<file path="src/design/blend_pkg.sv">
package blend_pkg;

  ////////////////////////////////////////////////////////////////////////////
  // register port and geometry
  localparam int ADDR_W  = 12;
  localparam int DATA_W  = 32;
  localparam int LAYERS  = 6;
  localparam int KEYS    = 3;
  localparam int COMP_W  = 8;
  localparam int RGB_W   = 24;
  localparam int CODE_W  = 16;
  localparam int BLEND_W = 17;
  localparam int KEY_W   = 16;
  localparam int RATIO_W = 9;

  ////////////////////////////////////////////////////////////////////////////
  // register offsets (plain port, printed offsets used as addresses)
  localparam logic [ADDR_W-1:0] BLEND_OFS [LAYERS] = '{12'h0B4, 12'h188, 12'h18C,
                                                        12'h190, 12'h194, 12'h198};
  localparam logic [ADDR_W-1:0] KEY_OFS   [KEYS]   = '{12'h0BC, 12'h0C0, 12'h0C2};
  // layer served by each transparency key register, same order as KEY_OFS
  localparam logic [2:0]        KEY_LAYER [KEYS]   = '{3'h0, 3'h3, 3'h2};

  ////////////////////////////////////////////////////////////////////////////
  // blend control fields
  localparam int RATIO_MSB = 7;
  localparam int SRC_BIT   = 13;
  localparam int BUMP_BIT  = 14;
  localparam int SEL_BIT   = 15;
  localparam int EN_BIT    = 16;
  localparam logic [BLEND_W-1:0] BLEND_MASK  = 17'h1E0FF;
  localparam logic [BLEND_W-1:0] BLEND5_MASK = 17'h1C0FF;
  localparam logic [BLEND_W-1:0] BLEND_RST   = 17'h00000;

  ////////////////////////////////////////////////////////////////////////////
  // transparency key fields and pixel fields
  localparam int KEY_MSB   = 14;
  localparam int ZT_BIT    = 15;
  localparam int IDX_MSB   = 7;
  localparam int ALPHA_BIT = 15;
  localparam logic [KEY_W-1:0] KEY_RST = 16'h0000;

  ////////////////////////////////////////////////////////////////////////////
  // ratio arithmetic and layer codes
  localparam logic [RATIO_W-1:0] RATIO_ONE   = 9'h100;
  localparam logic [2:0]         LAYER_COUNT = 3'h6;
  localparam logic [2:0]         PLANE_LAYER = 3'h5;
  localparam logic [2:0]         KEY_IN_MIX  = 3'h0;

endpackage

</file>
<file path="src/design/layer_blend_transparency.sv">
// Notes on behaviour
// blend ratio is the 8-bit field bits 7:0, meaning value/256
// layers 0-4: bit 13 picks programmed ratio or layer-five pixel as ratio
// bit 14 adds 1/256 to a nonzero effective ratio
// bit 15 swaps which image is weighted by ratio and by one minus ratio
// bit 16 overlays the layer by blending, else by transparent colour key
// alpha flag: direct pixel msb, or msb of the palette entry
// software sets blend enable and pixel alpha before expecting a blend
// layer five blend register: no plane select, unused bits read zero
// 15-bit transparent code in bits 14:0; matching pixels are transparent
// 8-bit indexed pixels compare only key bits 7:0
// zero bit 15: 0 makes code zero transparent, 1 keeps it opaque
// key zero with zero bit zero makes colour zero transparent
// layer zero key still applies while that layer is blending
// palette alpha zero: no blend, overlay by key; alpha one: blend
// components mixed in fixed point and truncated to 8 bits
`timescale 1ns/1ns
module layer_blend_transparency
  import blend_pkg::*;
(
  // clock and reset
  input  wire logic               sys_clk,
  input  wire logic               rst_n,
  // register port
  input  wire logic [ADDR_W-1:0]  reg_addr,
  input  wire logic [DATA_W-1:0]  reg_wdata,
  input  wire logic               reg_wr,
  input  wire logic               reg_rd,
  output logic      [DATA_W-1:0]  reg_rdata,
  // pixel of the layer being composed and the stack below it
  input  wire logic               pix_valid,
  input  wire logic [2:0]         pix_layer,
  input  wire logic [CODE_W-1:0]  pix_code,
  input  wire logic               pix_indirect,
  input  wire logic               pal_alpha,
  input  wire logic [RGB_W-1:0]   up_rgb,
  input  wire logic [RGB_W-1:0]   low_rgb,
  input  wire logic [COMP_W-1:0]  plane_ratio,
  // composed pixel
  output logic                    out_valid,
  output logic      [RGB_W-1:0]   out_rgb,
  output logic                    out_blended
);

  ////////////////////////////////////////////////////////////////////////////
  // register state
  logic [BLEND_W-1:0] blend_ctl      [LAYERS];
  logic [BLEND_W-1:0] next_blend_ctl [LAYERS];
  logic [KEY_W-1:0]   key_reg        [KEYS];
  logic [KEY_W-1:0]   next_key_reg   [KEYS];
  logic [DATA_W-1:0]  next_rdata;

  // pixel path state
  logic               next_out_valid;
  logic [RGB_W-1:0]   next_out_rgb;
  logic               next_out_blended;

  // per-pixel decode
  logic               layer_ok;
  logic [BLEND_W-1:0] ctl;
  logic               alpha_flag;
  logic               blend_on;
  logic               has_key;
  logic [KEY_W-1:0]   sel_key;
  logic [COMP_W-1:0]  src_ratio;
  logic [RATIO_W-1:0] eff_ratio;
  logic [RGB_W-1:0]   mix_rgb;
  logic               keyed;

  ////////////////////////////////////////////////////////////////////////////
  // register writes and reads; reads answer one cycle later, zero elsewhere
  always_comb begin
    next_blend_ctl = blend_ctl;
    next_key_reg   = key_reg;
    next_rdata     = '0;
    if (reg_wr) begin
      for (int i = 0; i < LAYERS; i++) begin
        if (reg_addr == BLEND_OFS[i]) begin
          // layer five has no plane select, so its bit 13 never stores
          next_blend_ctl[i] = reg_wdata[BLEND_W-1:0] & ((i == LAYERS - 1) ? BLEND5_MASK : BLEND_MASK);
        end
      end
      for (int k = 0; k < KEYS; k++) begin
        if (reg_addr == KEY_OFS[k]) begin
          next_key_reg[k] = reg_wdata[KEY_W-1:0];
        end
      end
    end
    if (reg_rd) begin
      for (int i = 0; i < LAYERS; i++) begin
        if (reg_addr == BLEND_OFS[i]) begin
          next_rdata = {15'h0000, blend_ctl[i]};
        end
      end
      for (int k = 0; k < KEYS; k++) begin
        if (reg_addr == KEY_OFS[k]) begin
          next_rdata = {16'h0000, key_reg[k]};
        end
      end
    end
  end

  always_ff @(posedge sys_clk or negedge rst_n) begin
    if (!rst_n) begin
      for (int i = 0; i < LAYERS; i++) begin
        blend_ctl[i] <= BLEND_RST;
      end
      for (int k = 0; k < KEYS; k++) begin
        key_reg[k] <= KEY_RST;
      end
      reg_rdata <= '0;
    end else begin
      blend_ctl <= next_blend_ctl;
      key_reg   <= next_key_reg;
      reg_rdata <= next_rdata;
    end
  end

  ////////////////////////////////////////////////////////////////////////////
  // layer parameters for the pixel in flight
  always_comb begin
    layer_ok = pix_layer < LAYER_COUNT;
    ctl      = layer_ok ? blend_ctl[pix_layer] : BLEND_RST;
    has_key  = 1'b0;
    sel_key  = KEY_RST;
    for (int k = 0; k < KEYS; k++) begin
      if (pix_layer == KEY_LAYER[k]) begin
        has_key = 1'b1;
        sel_key = key_reg[k];
      end
    end
  end

  // alpha comes from the palette for indexed pixels, else from the pixel msb
  assign alpha_flag = pix_indirect ? pal_alpha : pix_code[ALPHA_BIT];
  // both enable and alpha are needed; either alone leaves the layer keyed
  assign blend_on   = ctl[EN_BIT] & alpha_flag;

  // ratio source: layer five never reads itself as a plane
  assign src_ratio = (ctl[SRC_BIT] && pix_layer != PLANE_LAYER) ? plane_ratio
                                                                : ctl[RATIO_MSB:0];
  // the bump lets a full 255 reach exactly 256/256, showing the upper image when bit 15 is clear
  assign eff_ratio = {1'b0, src_ratio} + {8'h00, ctl[BUMP_BIT] & (src_ratio != 8'h00)};

  ////////////////////////////////////////////////////////////////////////////
  // arithmetic and key compare
  blend_mixer u_mixer (
    .upper_rgb (up_rgb),
    .lower_rgb (low_rgb),
    .ratio     (eff_ratio),
    .swap      (ctl[SEL_BIT]),
    .mix_rgb   (mix_rgb)
  );

  transparency_keyer u_keyer (
    .code     (pix_code),
    .indirect (pix_indirect),
    .key      (sel_key),
    .has_key  (has_key),
    .keyed    (keyed)
  );

  ////////////////////////////////////////////////////////////////////////////
  // overlay decision; one register stage, last colour held while idle
  always_comb begin
    next_out_valid   = pix_valid;
    next_out_rgb     = out_rgb;
    next_out_blended = 1'b0;
    if (pix_valid) begin
      if (!layer_ok) begin
        next_out_rgb = low_rgb;
      end else if (blend_on) begin
        // only layer zero keeps its key while blending
        if (pix_layer == KEY_IN_MIX && keyed) begin
          next_out_rgb = low_rgb;
        end else begin
          next_out_rgb     = mix_rgb;
          next_out_blended = 1'b1;
        end
      end else if (keyed) begin
        next_out_rgb = low_rgb;
      end else begin
        next_out_rgb = up_rgb;
      end
    end
  end

  always_ff @(posedge sys_clk or negedge rst_n) begin
    if (!rst_n) begin
      out_valid   <= 1'b0;
      out_rgb     <= '0;
      out_blended <= 1'b0;
    end else begin
      out_valid   <= next_out_valid;
      out_rgb     <= next_out_rgb;
      out_blended <= next_out_blended;
    end
  end

  ////////////////////////////////////////////////////////////////////////////
  // checks on the pixel path and the layer five register read
  AST_KEYED_SHOWS_LOWER: assert property (
    @(posedge sys_clk) disable iff (!rst_n)
    (pix_valid && layer_ok && !blend_on && keyed) |=> (out_rgb == $past(low_rgb) && !out_blended))
    else $error("keyed pixel did not show the lower image");

  AST_OPAQUE_SHOWS_UPPER: assert property (
    @(posedge sys_clk) disable iff (!rst_n)
    (pix_valid && layer_ok && !blend_on && !keyed) |=> (out_rgb == $past(up_rgb)))
    else $error("opaque pixel did not show the upper image");

  AST_RATIO_ZERO_LOWER: assert property (
    @(posedge sys_clk) disable iff (!rst_n)
    (pix_valid && layer_ok && blend_on && !keyed && !ctl[SEL_BIT] && !ctl[SRC_BIT]
     && ctl[RATIO_MSB:0] == 8'h00) |=> (out_rgb == $past(low_rgb) && out_blended))
    else $error("zero ratio did not give the lower image");

  AST_BUMP_FULL_UPPER: assert property (
    @(posedge sys_clk) disable iff (!rst_n)
    (pix_valid && layer_ok && blend_on && !keyed && !ctl[SEL_BIT] && ctl[BUMP_BIT]
     && src_ratio == 8'hFF) |=> (out_rgb == $past(up_rgb)))
    else $error("bumped full ratio did not give the upper image");

  AST_SWAP_ZERO_UPPER: assert property (
    @(posedge sys_clk) disable iff (!rst_n)
    (pix_valid && layer_ok && blend_on && !keyed && ctl[SEL_BIT] && src_ratio == 8'h00)
    |=> (out_rgb == $past(up_rgb)))
    else $error("swapped equation with zero ratio did not give the upper image");

  AST_PLANE_RATIO_USED: assert property (
    @(posedge sys_clk) disable iff (!rst_n)
    (pix_valid && pix_layer < PLANE_LAYER && blend_on && !keyed && ctl[SRC_BIT]
     && !ctl[SEL_BIT] && plane_ratio == 8'h00 && ctl[RATIO_MSB:0] != 8'h00)
    |=> (out_rgb == $past(low_rgb)))
    else $error("plane pixel was not used as the ratio");

  AST_NO_ALPHA_NO_BLEND: assert property (
    @(posedge sys_clk) disable iff (!rst_n)
    (pix_valid && ctl[EN_BIT] && !alpha_flag) |=> !out_blended)
    else $error("pixel without alpha was blended");

  AST_L0_KEY_IN_BLEND: assert property (
    @(posedge sys_clk) disable iff (!rst_n)
    (pix_valid && pix_layer == KEY_IN_MIX && blend_on && keyed)
    |=> (out_rgb == $past(low_rgb) && !out_blended))
    else $error("layer zero key ignored while blending");

  AST_ZERO_CODE_OPAQUE: assert property (
    @(posedge sys_clk) disable iff (!rst_n)
    (pix_valid && has_key && !blend_on && sel_key[ZT_BIT] && !pix_indirect
     && pix_code[KEY_MSB:0] == 15'h0000) |=> (out_rgb == $past(up_rgb)))
    else $error("code zero was keyed although marked opaque");

  AST_L5_READ_CLEAN: assert property (
    @(posedge sys_clk) disable iff (!rst_n)
    (reg_rd && reg_addr == BLEND_OFS[LAYERS-1]) |=> (reg_rdata[31:17] == 15'h0000
     && reg_rdata[SRC_BIT:8] == 6'h00))
    else $error("layer five blend read shows unused bits");

  ////////////////////////////////////////////////////////////////////////////
  // checks on keying, ratio edges, blend enable and alpha, and the register side
  AST_BLEND_NEEDS_ENABLE: assert property (
    @(posedge sys_clk) disable iff (!rst_n)
    (pix_valid && !ctl[EN_BIT]) |=> !out_blended)
    else $error("layer without blend enable was blended");

  AST_INDEXED_KEY_LOW_BYTE: assert property (
    @(posedge sys_clk) disable iff (!rst_n)
    (pix_valid && has_key && !blend_on && pix_indirect && pix_code[IDX_MSB:0] != 8'h00
     && pix_code[IDX_MSB:0] == sel_key[IDX_MSB:0]) |=> (out_rgb == $past(low_rgb) && !out_blended))
    else $error("indexed pixel matching the key low byte was shown");

  AST_ZERO_KEY_ZERO_CODE: assert property (
    @(posedge sys_clk) disable iff (!rst_n)
    (pix_valid && has_key && !blend_on && sel_key == 16'h0000 && !pix_indirect
     && pix_code[KEY_MSB:0] == 15'h0000) |=> (out_rgb == $past(low_rgb)))
    else $error("colour zero with a zero key was not transparent");

  // a zero ratio must stay zero even with the bump set
  AST_BUMP_ZERO_STAYS: assert property (
    @(posedge sys_clk) disable iff (!rst_n)
    (pix_valid && layer_ok && blend_on && !keyed && !ctl[SEL_BIT] && ctl[BUMP_BIT]
     && src_ratio == 8'h00) |=> (out_rgb == $past(low_rgb) && out_blended))
    else $error("bump was applied to a zero ratio");

  AST_PALETTE_ALPHA_BLENDS: assert property (
    @(posedge sys_clk) disable iff (!rst_n)
    (pix_valid && layer_ok && pix_indirect && pal_alpha && ctl[EN_BIT]
     && !(pix_layer == KEY_IN_MIX && keyed)) |=> out_blended)
    else $error("indexed pixel with palette alpha was not blended");

  AST_OTHER_KEY_IGNORED_IN_BLEND: assert property (
    @(posedge sys_clk) disable iff (!rst_n)
    (pix_valid && layer_ok && pix_layer != KEY_IN_MIX && blend_on) |=> out_blended)
    else $error("layer other than zero was keyed while blending");

  // bit 13 and the reserved bits of layer five must never hold a one
  AST_L5_UNUSED_CLEAR: assert property (
    @(posedge sys_clk) disable iff (!rst_n)
    (blend_ctl[LAYERS-1] & ~BLEND5_MASK) == 17'h00000)
    else $error("layer five blend register stored an unused bit");

  // read data stand for one cycle only, so a stale word never looks fresh
  AST_RDATA_IDLE_ZERO: assert property (
    @(posedge sys_clk) disable iff (!rst_n)
    !reg_rd |=> (reg_rdata == 32'h00000000))
    else $error("read data shown without a read strobe");

endmodule

</file>
<file path="src/design/blend_mixer.sv">
`timescale 1ns/1ns
module blend_mixer
  import blend_pkg::*;
(
  // colours in
  input  wire logic [RGB_W-1:0]   upper_rgb,
  input  wire logic [RGB_W-1:0]   lower_rgb,
  // ratio in 1/256 units, 0..256
  input  wire logic [RATIO_W-1:0] ratio,
  input  wire logic               swap,
  // mixed colour
  output logic      [RGB_W-1:0]   mix_rgb
);

  logic [RATIO_W-1:0] r_up;
  logic [RATIO_W-1:0] r_lo;

  // equation select picks which image takes the ratio
  assign r_up = swap ? RATIO_ONE - ratio : ratio;
  assign r_lo = RATIO_ONE - r_up;

  ////////////////////////////////////////////////////////////////////////////
  // one weighted sum per component; the sum never exceeds 255*256
  genvar c;
  generate
    for (c = 0; c < RGB_W / COMP_W; c++) begin : g_comp
      logic [COMP_W+RATIO_W-1:0] p_up;
      logic [COMP_W+RATIO_W-1:0] p_lo;
      logic [COMP_W+RATIO_W-1:0] sum;
      assign p_up = upper_rgb[c*COMP_W +: COMP_W] * r_up;
      assign p_lo = lower_rgb[c*COMP_W +: COMP_W] * r_lo;
      assign sum  = p_up + p_lo;
      // truncation, not rounding: cheaper and matches the ratio/256 scale
      assign mix_rgb[c*COMP_W +: COMP_W] = sum[COMP_W +: COMP_W];
    end
  endgenerate

endmodule

</file>
<file path="src/design/transparency_keyer.sv">
`timescale 1ns/1ns
module transparency_keyer
  import blend_pkg::*;
(
  // pixel
  input  wire logic [CODE_W-1:0] code,
  input  wire logic              indirect,
  // key register of the layer
  input  wire logic [KEY_W-1:0]  key,
  input  wire logic              has_key,
  // result
  output logic                   keyed
);

  logic match;
  logic zero;

  // 8-bit indexed pixels only compare the low byte of the key
  assign match = indirect ? (code[IDX_MSB:0] == key[IDX_MSB:0])
                          : (code[KEY_MSB:0] == key[KEY_MSB:0]);
  assign zero  = indirect ? (code[IDX_MSB:0] == '0) : (code[KEY_MSB:0] == '0);

  // code zero follows the zero bit alone, even when the key is also zero
  assign keyed = has_key & (zero ? ~key[ZT_BIT] : match);

endmodule

</file>
<file path="config.mk">
export PLATFORM = sky130hd
export DESIGN_NAME = layer_blend_transparency
export DESIGN_NICKNAME = d
export VERILOG_FILES = /design/src/design/blend_pkg.sv /design/src/design/layer_blend_transparency.sv /design/src/design/blend_mixer.sv /design/src/design/transparency_keyer.sv
export SDC_FILE = /design/constraint.sdc
export NUM_CORES = 1
export LEC_CHECK = 0
export BUFFER_PORTS_ARGS = -buffer_cell sky130_fd_sc_hd__buf_2
export CORE_MARGIN = 2
export CORE_UTILIZATION = 60
export CTS_CLUSTER_SIZE = 14
export DETAILED_ROUTE_END_ITERATION = 10
export GPL_ROUTABILITY_DRIVEN = 0
export GPL_TIMING_DRIVEN = 1
export PLACE_DENSITY = 0.87
export SLEW_MARGIN = 5
export SYNTH_ARGS = -nofsm -noshare
export SYNTH_HDL_FRONTEND = slang
export SYNTH_SLANG_ARGS = --single-unit
</file>
<file path="constraint.sdc">
create_clock -name sys_clk -period 25.6 [get_ports sys_clk]
set_input_delay 0 -clock sys_clk [delete_from_list [all_inputs] [get_ports sys_clk]]
set_output_delay 0 -clock sys_clk [all_outputs]
set_load 0.005 [all_outputs]
</file>
* After elaboration in Yosys (flattened, before gate mapping)
Index checks and enable logic that the tools add are counted.
** Word-level totals
- Register bits :: 177
- Logic and storage cells :: 95
- Output and inout port bits :: 58
- Input bits :: 126
** Cells by class
- $mul :: 6
- Eq/ne operators :: 14
- Bitwise operators :: 5
- $add $sub $neg :: 6
- Mux-type cells :: 34
- Reductions and logical operators :: 15
- Magnitude comparators :: 2
** Operators by type and width (number)
- $mux W32 :: 9
- $mul A8 B9 Y16 :: 6
- $mux W24 :: 4
- $mux W17 :: 4
- $eq A12 B9 Y1 const B :: 5
- $bmux W17 S3 :: 1
- $add A16 B16 Y16 :: 3
- $eq A12 B8 Y1 const B :: 4
- $mux W16 :: 3
- $reduce_and A2 Y1 :: 9
- $sub A9 B9 Y9 const A :: 2
- $eq A15 B15 Y1 :: 1
- $logic_not A15 Y1 :: 1
- $mux W1 :: 11
- $add A8 B1 Y9 :: 1
- $mux W9 :: 1
- $eq A8 B8 Y1 :: 1
- $logic_not A8 Y1 :: 1
- $mux W8 :: 1
- $reduce_bool A8 Y1 :: 1
- $eq A3 B2 Y1 const B :: 2
- $ge A4 B4 Y1 const B :: 1
- $not A3 Y4 :: 1
- $and A1 B1 Y1 :: 3
- 5 further kinds :: 6

* Logic depth before layout (Yosys ltp)
- Depth in word-level cells :: 18
- Mapped depth :: 47
- Gate-level depth less buffers :: 41

* By module
Synthesis repeated with hierarchy kept, for this count alone.
** Second synthesis, totals
- Cell total of the unflattened synthesis :: 2526
- Area total of the unflattened synthesis :: 23568.9 µm²
** Modules (own cells, without submodules)
- blend_mixer :: cells each 1585, instances 1, sequential area each 0.0 µm², area each 13942.1 µm²
- layer_blend_transparency :: cells each 912, instances 1, sequential area each 4053.9 µm², area each 9412.8 µm²
- transparency_keyer :: cells each 29, instances 1, sequential area each 0.0 µm², area each 214.0 µm²

* Least setup slack after synthesis
Ideal clock, no wire load.
- Path type :: in2reg
- Start :: input port pix_layer[0]
- End :: register out_rgb[3]
- Cell stages on the path :: 44
- Path buffers :: 10
- Arrival time :: 10.334 ns
- Path slack :: 15.142 ns
- Required time :: 25.475 ns
- Library setup time :: 0.125 ns
- Cells stage by stage :: buf_6 -> buf_6 -> buf_2 -> buf_2 -> buf_1 -> mux4_2 -> a211oi_1 -> nor2_1 -> o41a_1 -> ha_1 -> clkbuf_1 -> clkbuf_1 -> inv_1 -> ha_1 -> mux2_2 -> clkbuf_1 -> inv_1 -> ha_1 -> [... 8 more ...] -> fa_1 -> inv_1 -> fa_1 -> fa_1 -> fa_1 -> fa_1 -> inv_1 -> fa_1 -> inv_1 -> ha_1 -> and2_1 -> o21ai_0 -> o211ai_1 -> xor2_1 -> mux2_2 -> o22ai_1 -> a21oi_1 -> mux2_2
** Between the ends
- Cells in the longest elaborated chain, start to end :: 18
- Elaborated cells on any way between the ends :: 39
- Those cells by class :: 4 x add/sub; 2 x mul; 1 x order compare; 5 x eq/ne; 18 x mux; 5 x bitwise; 4 x reduce/logical
** RTL lines
- start, declared :: line layer_blend_transparency.sv:32 : input wire logic [2:0] pix_layer,
- $not A3 Y4 (not written as such) :: line layer_blend_transparency.sv:123 : ctl = layer_ok ? blend_ctl[pix_layer] : BLEND_RST;
- $bmux W17 S3 :: line layer_blend_transparency.sv:123
- $mux W17 (not written as such) (2 in series) :: line layer_blend_transparency.sv:123
- $mux W17 :: line layer_blend_transparency.sv:123
- $logic_and A1 B1 Y1 :: line layer_blend_transparency.sv:140 : assign src_ratio = (ctl[SRC_BIT] && pix_layer != PLANE_LAYER) ? plane_ratio
- $mux W8 :: line layer_blend_transparency.sv:140
- $reduce_bool A8 Y1 :: line layer_blend_transparency.sv:143 : assign eff_ratio = {1'b0, src_ratio} + {8'h00, ctl[BUMP_BIT] & (src_ratio != 8'h00)};
- $and A1 B1 Y1 :: line layer_blend_transparency.sv:143
- $add A8 B1 Y9 :: line layer_blend_transparency.sv:143
- $sub A9 B9 Y9 :: line blend_mixer.sv:19 : assign r_up = swap ? RATIO_ONE - ratio : ratio;
- $mux W9 :: line blend_mixer.sv:19
- $sub A9 B9 Y9 :: line blend_mixer.sv:20 : assign r_lo = RATIO_ONE - r_up;
- $mul A8 B9 Y16 :: line blend_mixer.sv:31 : assign p_lo = lower_rgb[c*COMP_W +: COMP_W] * r_lo;
- $add A16 B16 Y16 :: line blend_mixer.sv:32 : assign sum = p_up + p_lo;
- $mux W24 :: line layer_blend_transparency.sv:174 : if (pix_layer == KEY_IN_MIX && keyed) begin
- $mux W24 :: line layer_blend_transparency.sv:172 : end else if (blend_on) begin
- $mux W24 * :: line layer_blend_transparency.sv:170 : if (!layer_ok) begin
- end signal, assigned :: line layer_blend_transparency.sv:195 : out_rgb <= next_out_rgb;
- end, declared :: line layer_blend_transparency.sv:41 : output logic [RGB_W-1:0] out_rgb,
Every way passes the cells marked *; elsewhere a longest branch is shown, timed or not. The select of a mux whose other input is x is not followed.
A chain may end at the register's enable or synchronous reset.

* Final worst setup path
- Start :: register blend_ctl[47] in the netlist's numbering
- End :: register out_rgb[11]
** Between the ends
- Cells in the longest elaborated chain, start to end :: 17
- Elaborated cells on any way between the ends :: 18
- Those cells by class :: 4 x add/sub; 2 x mul; 9 x mux; 1 x bitwise; 2 x reduce/logical
** RTL lines
- start, declared :: line layer_blend_transparency.sv:47 : logic [BLEND_W-1:0] blend_ctl [LAYERS];
- start signal, assigned :: line layer_blend_transparency.sv:113 : blend_ctl <= next_blend_ctl;
- $bmux W17 S3 * :: line layer_blend_transparency.sv:123
- $mux W17 (not written as such) * (2 in series) :: line layer_blend_transparency.sv:123
- $mux W17 * :: line layer_blend_transparency.sv:123
- $logic_and A1 B1 Y1 * :: line layer_blend_transparency.sv:140
- $mux W8 * :: line layer_blend_transparency.sv:140
- $reduce_bool A8 Y1 :: line layer_blend_transparency.sv:143
- $and A1 B1 Y1 :: line layer_blend_transparency.sv:143
- $add A8 B1 Y9 * :: line layer_blend_transparency.sv:143
- $sub A9 B9 Y9 :: line blend_mixer.sv:19
- $mux W9 * :: line blend_mixer.sv:19
- $sub A9 B9 Y9 :: line blend_mixer.sv:20
- $mul A8 B9 Y16 :: line blend_mixer.sv:31
- $add A16 B16 Y16 * :: line blend_mixer.sv:32
- $mux W24 * :: line layer_blend_transparency.sv:174
- $mux W24 * :: line layer_blend_transparency.sv:172
- $mux W24 * :: line layer_blend_transparency.sv:170
Marked as above.

==> summary.txt <==
Flow run
  • Max_cap viols: 0

Die
  • Die Area: approximately 40000 µm²
  • Die height: approximately 200 µm
  • # rows: 72
  • Die Wd: 200.8 µm
  • Initial core utilization: 0.6040
  • Core area: ~38000 µm²
  • IO Pins: ~180

Timing
  • Worst slew pin tran: between 1 and 1.5 ns
  • WHS: 0.03840 ns
  • Fin Setup TNS: 0 ns
  • Slew Limit Fails: 0
  • Fmax: around 80 MHz
  • Slew HR: 0.2125
  • RSZ-0062 raised after global routing: false
  • Tmin final: 12.13 ns
  • Final setup violation count: 0
  • Tcrit/Tclk final: 0.4739
  • Final Hold Vio Count: 0
  • Skew final: 0.01544 ns

Route
  • Iteration count of the initial detailed-routing pass: 9
  • Routed wire length: 64.71 mm
  • Routed vias: 19070
  • Via/cell ratio: about 6.3
  • Routed len/inst: 21.26 µm
  • Routed Antenna Nets: 0
  • Drt drc: 0
  • DRT iter0 DRCs: approximately 2400

Placed design
  • Post-DP Area: 24240 µm²
  • Final HPWL DP: about 47 mm
  • # placed instances: about 3000
  • PortBufs: between 150 and 200

Finish
  • Share of cells above drive strength 1: 0.1591
  • Register area: ~4000 µm²
  • Post-Layout Inst Area: approximately 25000 µm²
  • Nets: 3130
  • Finished Layout Cells: between 3000 and 4000
  • Area occupied by multi-input gates: 17160 µm²
  • Commonest non-fill, non-tap cell in the layout: inv_1
  • Fill count: approximately 2900
  • Commonest cells after routing, fill and taps aside: 386 x inv_1, 318 x fa_1, 260 x nand2_1
  • Number of flip-flops in the largest register: between 70 and 80
  • Synth-to-layout area growth: 8.283%

Critical path
  • Crit path largest cell delay: roughly 0.68 ns
  • Buf+Inv Stages, Crit Path: 6
  • Worst setup SP type: flip-flop
  • Worst endpoint required time: about 26 ns
  • Crit Path Class: flip-flop to flip-flop
  • CP top delay family: adder cells
  • CP Data Arrival Time: 12.47 ns
  • Worst-path fanout max: 44
  • Worst setup EP type: flip-flop
  • Critical-path top delay cell: nor4b_2
  • Most frequent CP cell: fa_1

Clock network
  • Cts hold-fix bufs: 25
  • Clk sinks: around 160
  • H-tree lvl count: 4
  • CTS Buf Count: 17
  • Clock latency on the worst-skew pair: around 0.46 ns
  • CTS resizes: 0
  • Root Driver: clkbuf_16
  • Max Root-Sink Buffers: 2
  • CTS tree: yes
  • Post-CTS setup buffers: 0
  • Clock transition at the registers of the reported paths: approximately 0.080 ns

Global routing
  • Initial antenna violation count: 6
  • Vias in the first global route: 20620
  • Total GRT Usage: 0.3326
  • Total grt overflow: 0
  • Largest net degree at the start of global routing: 93
  • First-pass GRT wire length: 106.1 mm

Worst hold path
  • HP Class: input port to flip-flop

Logic synthesis
  • Mapped Cells: 2432
  • Flops & latches, synth: ~160
  • Prevailing post-synth register cell: dfrtp_1
  • Sequential-to-total area share from yosys stat: 0.1745
  • Post-synth EDFFs: 0
  • Library cells used by synthesis: between 80 and 90
  • Synth Cell Area: ~23000 µm²
  • Asr flop ratio synth: 1.000
  • Ys Warns: 0
  • Post-Syn Area per Cell: between 9 and 10 µm²

Power
  • Worst vdd ir: 0.0001042 V
  • Cell area power density: around 86 nW/µm²
  • Leak: ~13 nW
  • Final Power: around 2.2 mW

Outcome
  • Status: finished clean
-- synthesized netlist by cell type (7+ instances only) --
library cell,number,share of area
a211oi_1,8,0.0026
a21o_1,18,0.0058
a21oi_1,53,0.011
a222oi_1,13,0.0056
a22o_1,7,0.0026
a22oi_1,25,0.0081
a31oi_1,22,0.0059
and2_1,227,0.061
and3_1,8,0.0022
buf_1,18,0.0029
buf_2,11,0.0024
buf_4,15,0.0048
clkbuf_1,106,0.017
dfrtp_1,162,0.17
fa_1,318,0.27
ha_1,178,0.096
inv_1,386,0.062
mux2_2,155,0.075
mux2i_1,25,0.011
mux4_2,11,0.011
nand2_1,260,0.042
nand2b_1,7,0.0019
nand3_1,27,0.0058
nor2_1,52,0.0084
nor2b_1,20,0.0054
nor3_1,26,0.0056
nor4_1,8,0.0022
o211ai_1,14,0.0045
o21a_1,8,0.0026
o21ai_0,38,0.0082
o21bai_1,10,0.0032
o221ai_1,14,0.0053
o22ai_1,9,0.0024
o32ai_1,7,0.0026
xnor2_1,47,0.018
xor2_1,14,0.0053
-- per-stage QoR --
step | setup slack, ns | utilization
after floorplan | 15.14 | -
after global routing | 12.85 | 0.6538
after global placement | 13.66 | 0.6302
after CTS | 13.82 | 0.6537
final | 13.47 | 0.6540
after detailed placement | 13.46 | 0.6302
-- path summary, 6_finish.rpt --
| check | start | end | slack, ns | cells after the start |
|---|---|---|---|---|
| setup / recovery | blend_ctl[47] | out_rgb[11] | 13.47 | 36 |
| hold / removal | low_rgb[18] | out_rgb[18] | 0.04 | 3 |
| setup reg to reg | blend_ctl[47] | out_rgb[11] | 13.47 | 36 |
| hold reg to reg | out_rgb[16] | out_rgb[16] | 0.52 | 1 |
| max in group asynchronous | rst_n | out_rgb[19] | 23.87 | 3 |
| min in group asynchronous | rst_n | key_reg[20] | 0.19 | 2 |
-- worst min-delay path: cells and delay by family --
family / cells / cell delay (ns)
compound gates: 2 / 0.24
buf+inv: 1 / 0.21
-- power by group --
| group | switching [mW] | total [mW] | internal, mW |
|---|---|---|---|
| clock network | 0.141 | 0.279 | 0.138 |
| registers | 0.0109 | 0.280 | 0.269 |
| logic | 0.894 | 1.60 | 0.701 |
| total | 1.05 | 2.16 | 1.11 |
-- cells by family (layout without fill, tap and decap cells) --
logic type,count (synthesis),count (layout),synth area share
AO/OA/AOI/OAI,297,297,0.09198
adder cells (fa/ha/maj),496,496,0.3699
XOR/XNOR,63,63,0.02466
multiplexers,192,192,0.09715
other,1,20,0.0001614
AND/OR/NAND/NOR,678,678,0.1496
flip-flops,162,162,0.1745
buffers and inverters,543,618,0.09214
-- metal layers --
metal	up-vias	wire [µm]	GRT usage
met3	359	7079	0.07354
met2	1324	30600	0.5415
li1	8034	-	-
met4	2	4182	0.1958
met5	-	16	0
met1	9355	22840	0.4098
-- cell type report --
class | count | area share
Tap cell | 518 | 0.02576
Multi-Input combinational cell | 1741 | 0.6820
Sequential cell | 162 | 0.1611
Clock buffer | 17 | 0.01691
Timing Repair Buffer | 199 | 0.04690
Clock inverter | 15 | 0.009052
Inverter | 387 | 0.05774
Antenna cell | 5 | 0.0004973
Power figures use the tool's default switching activity.
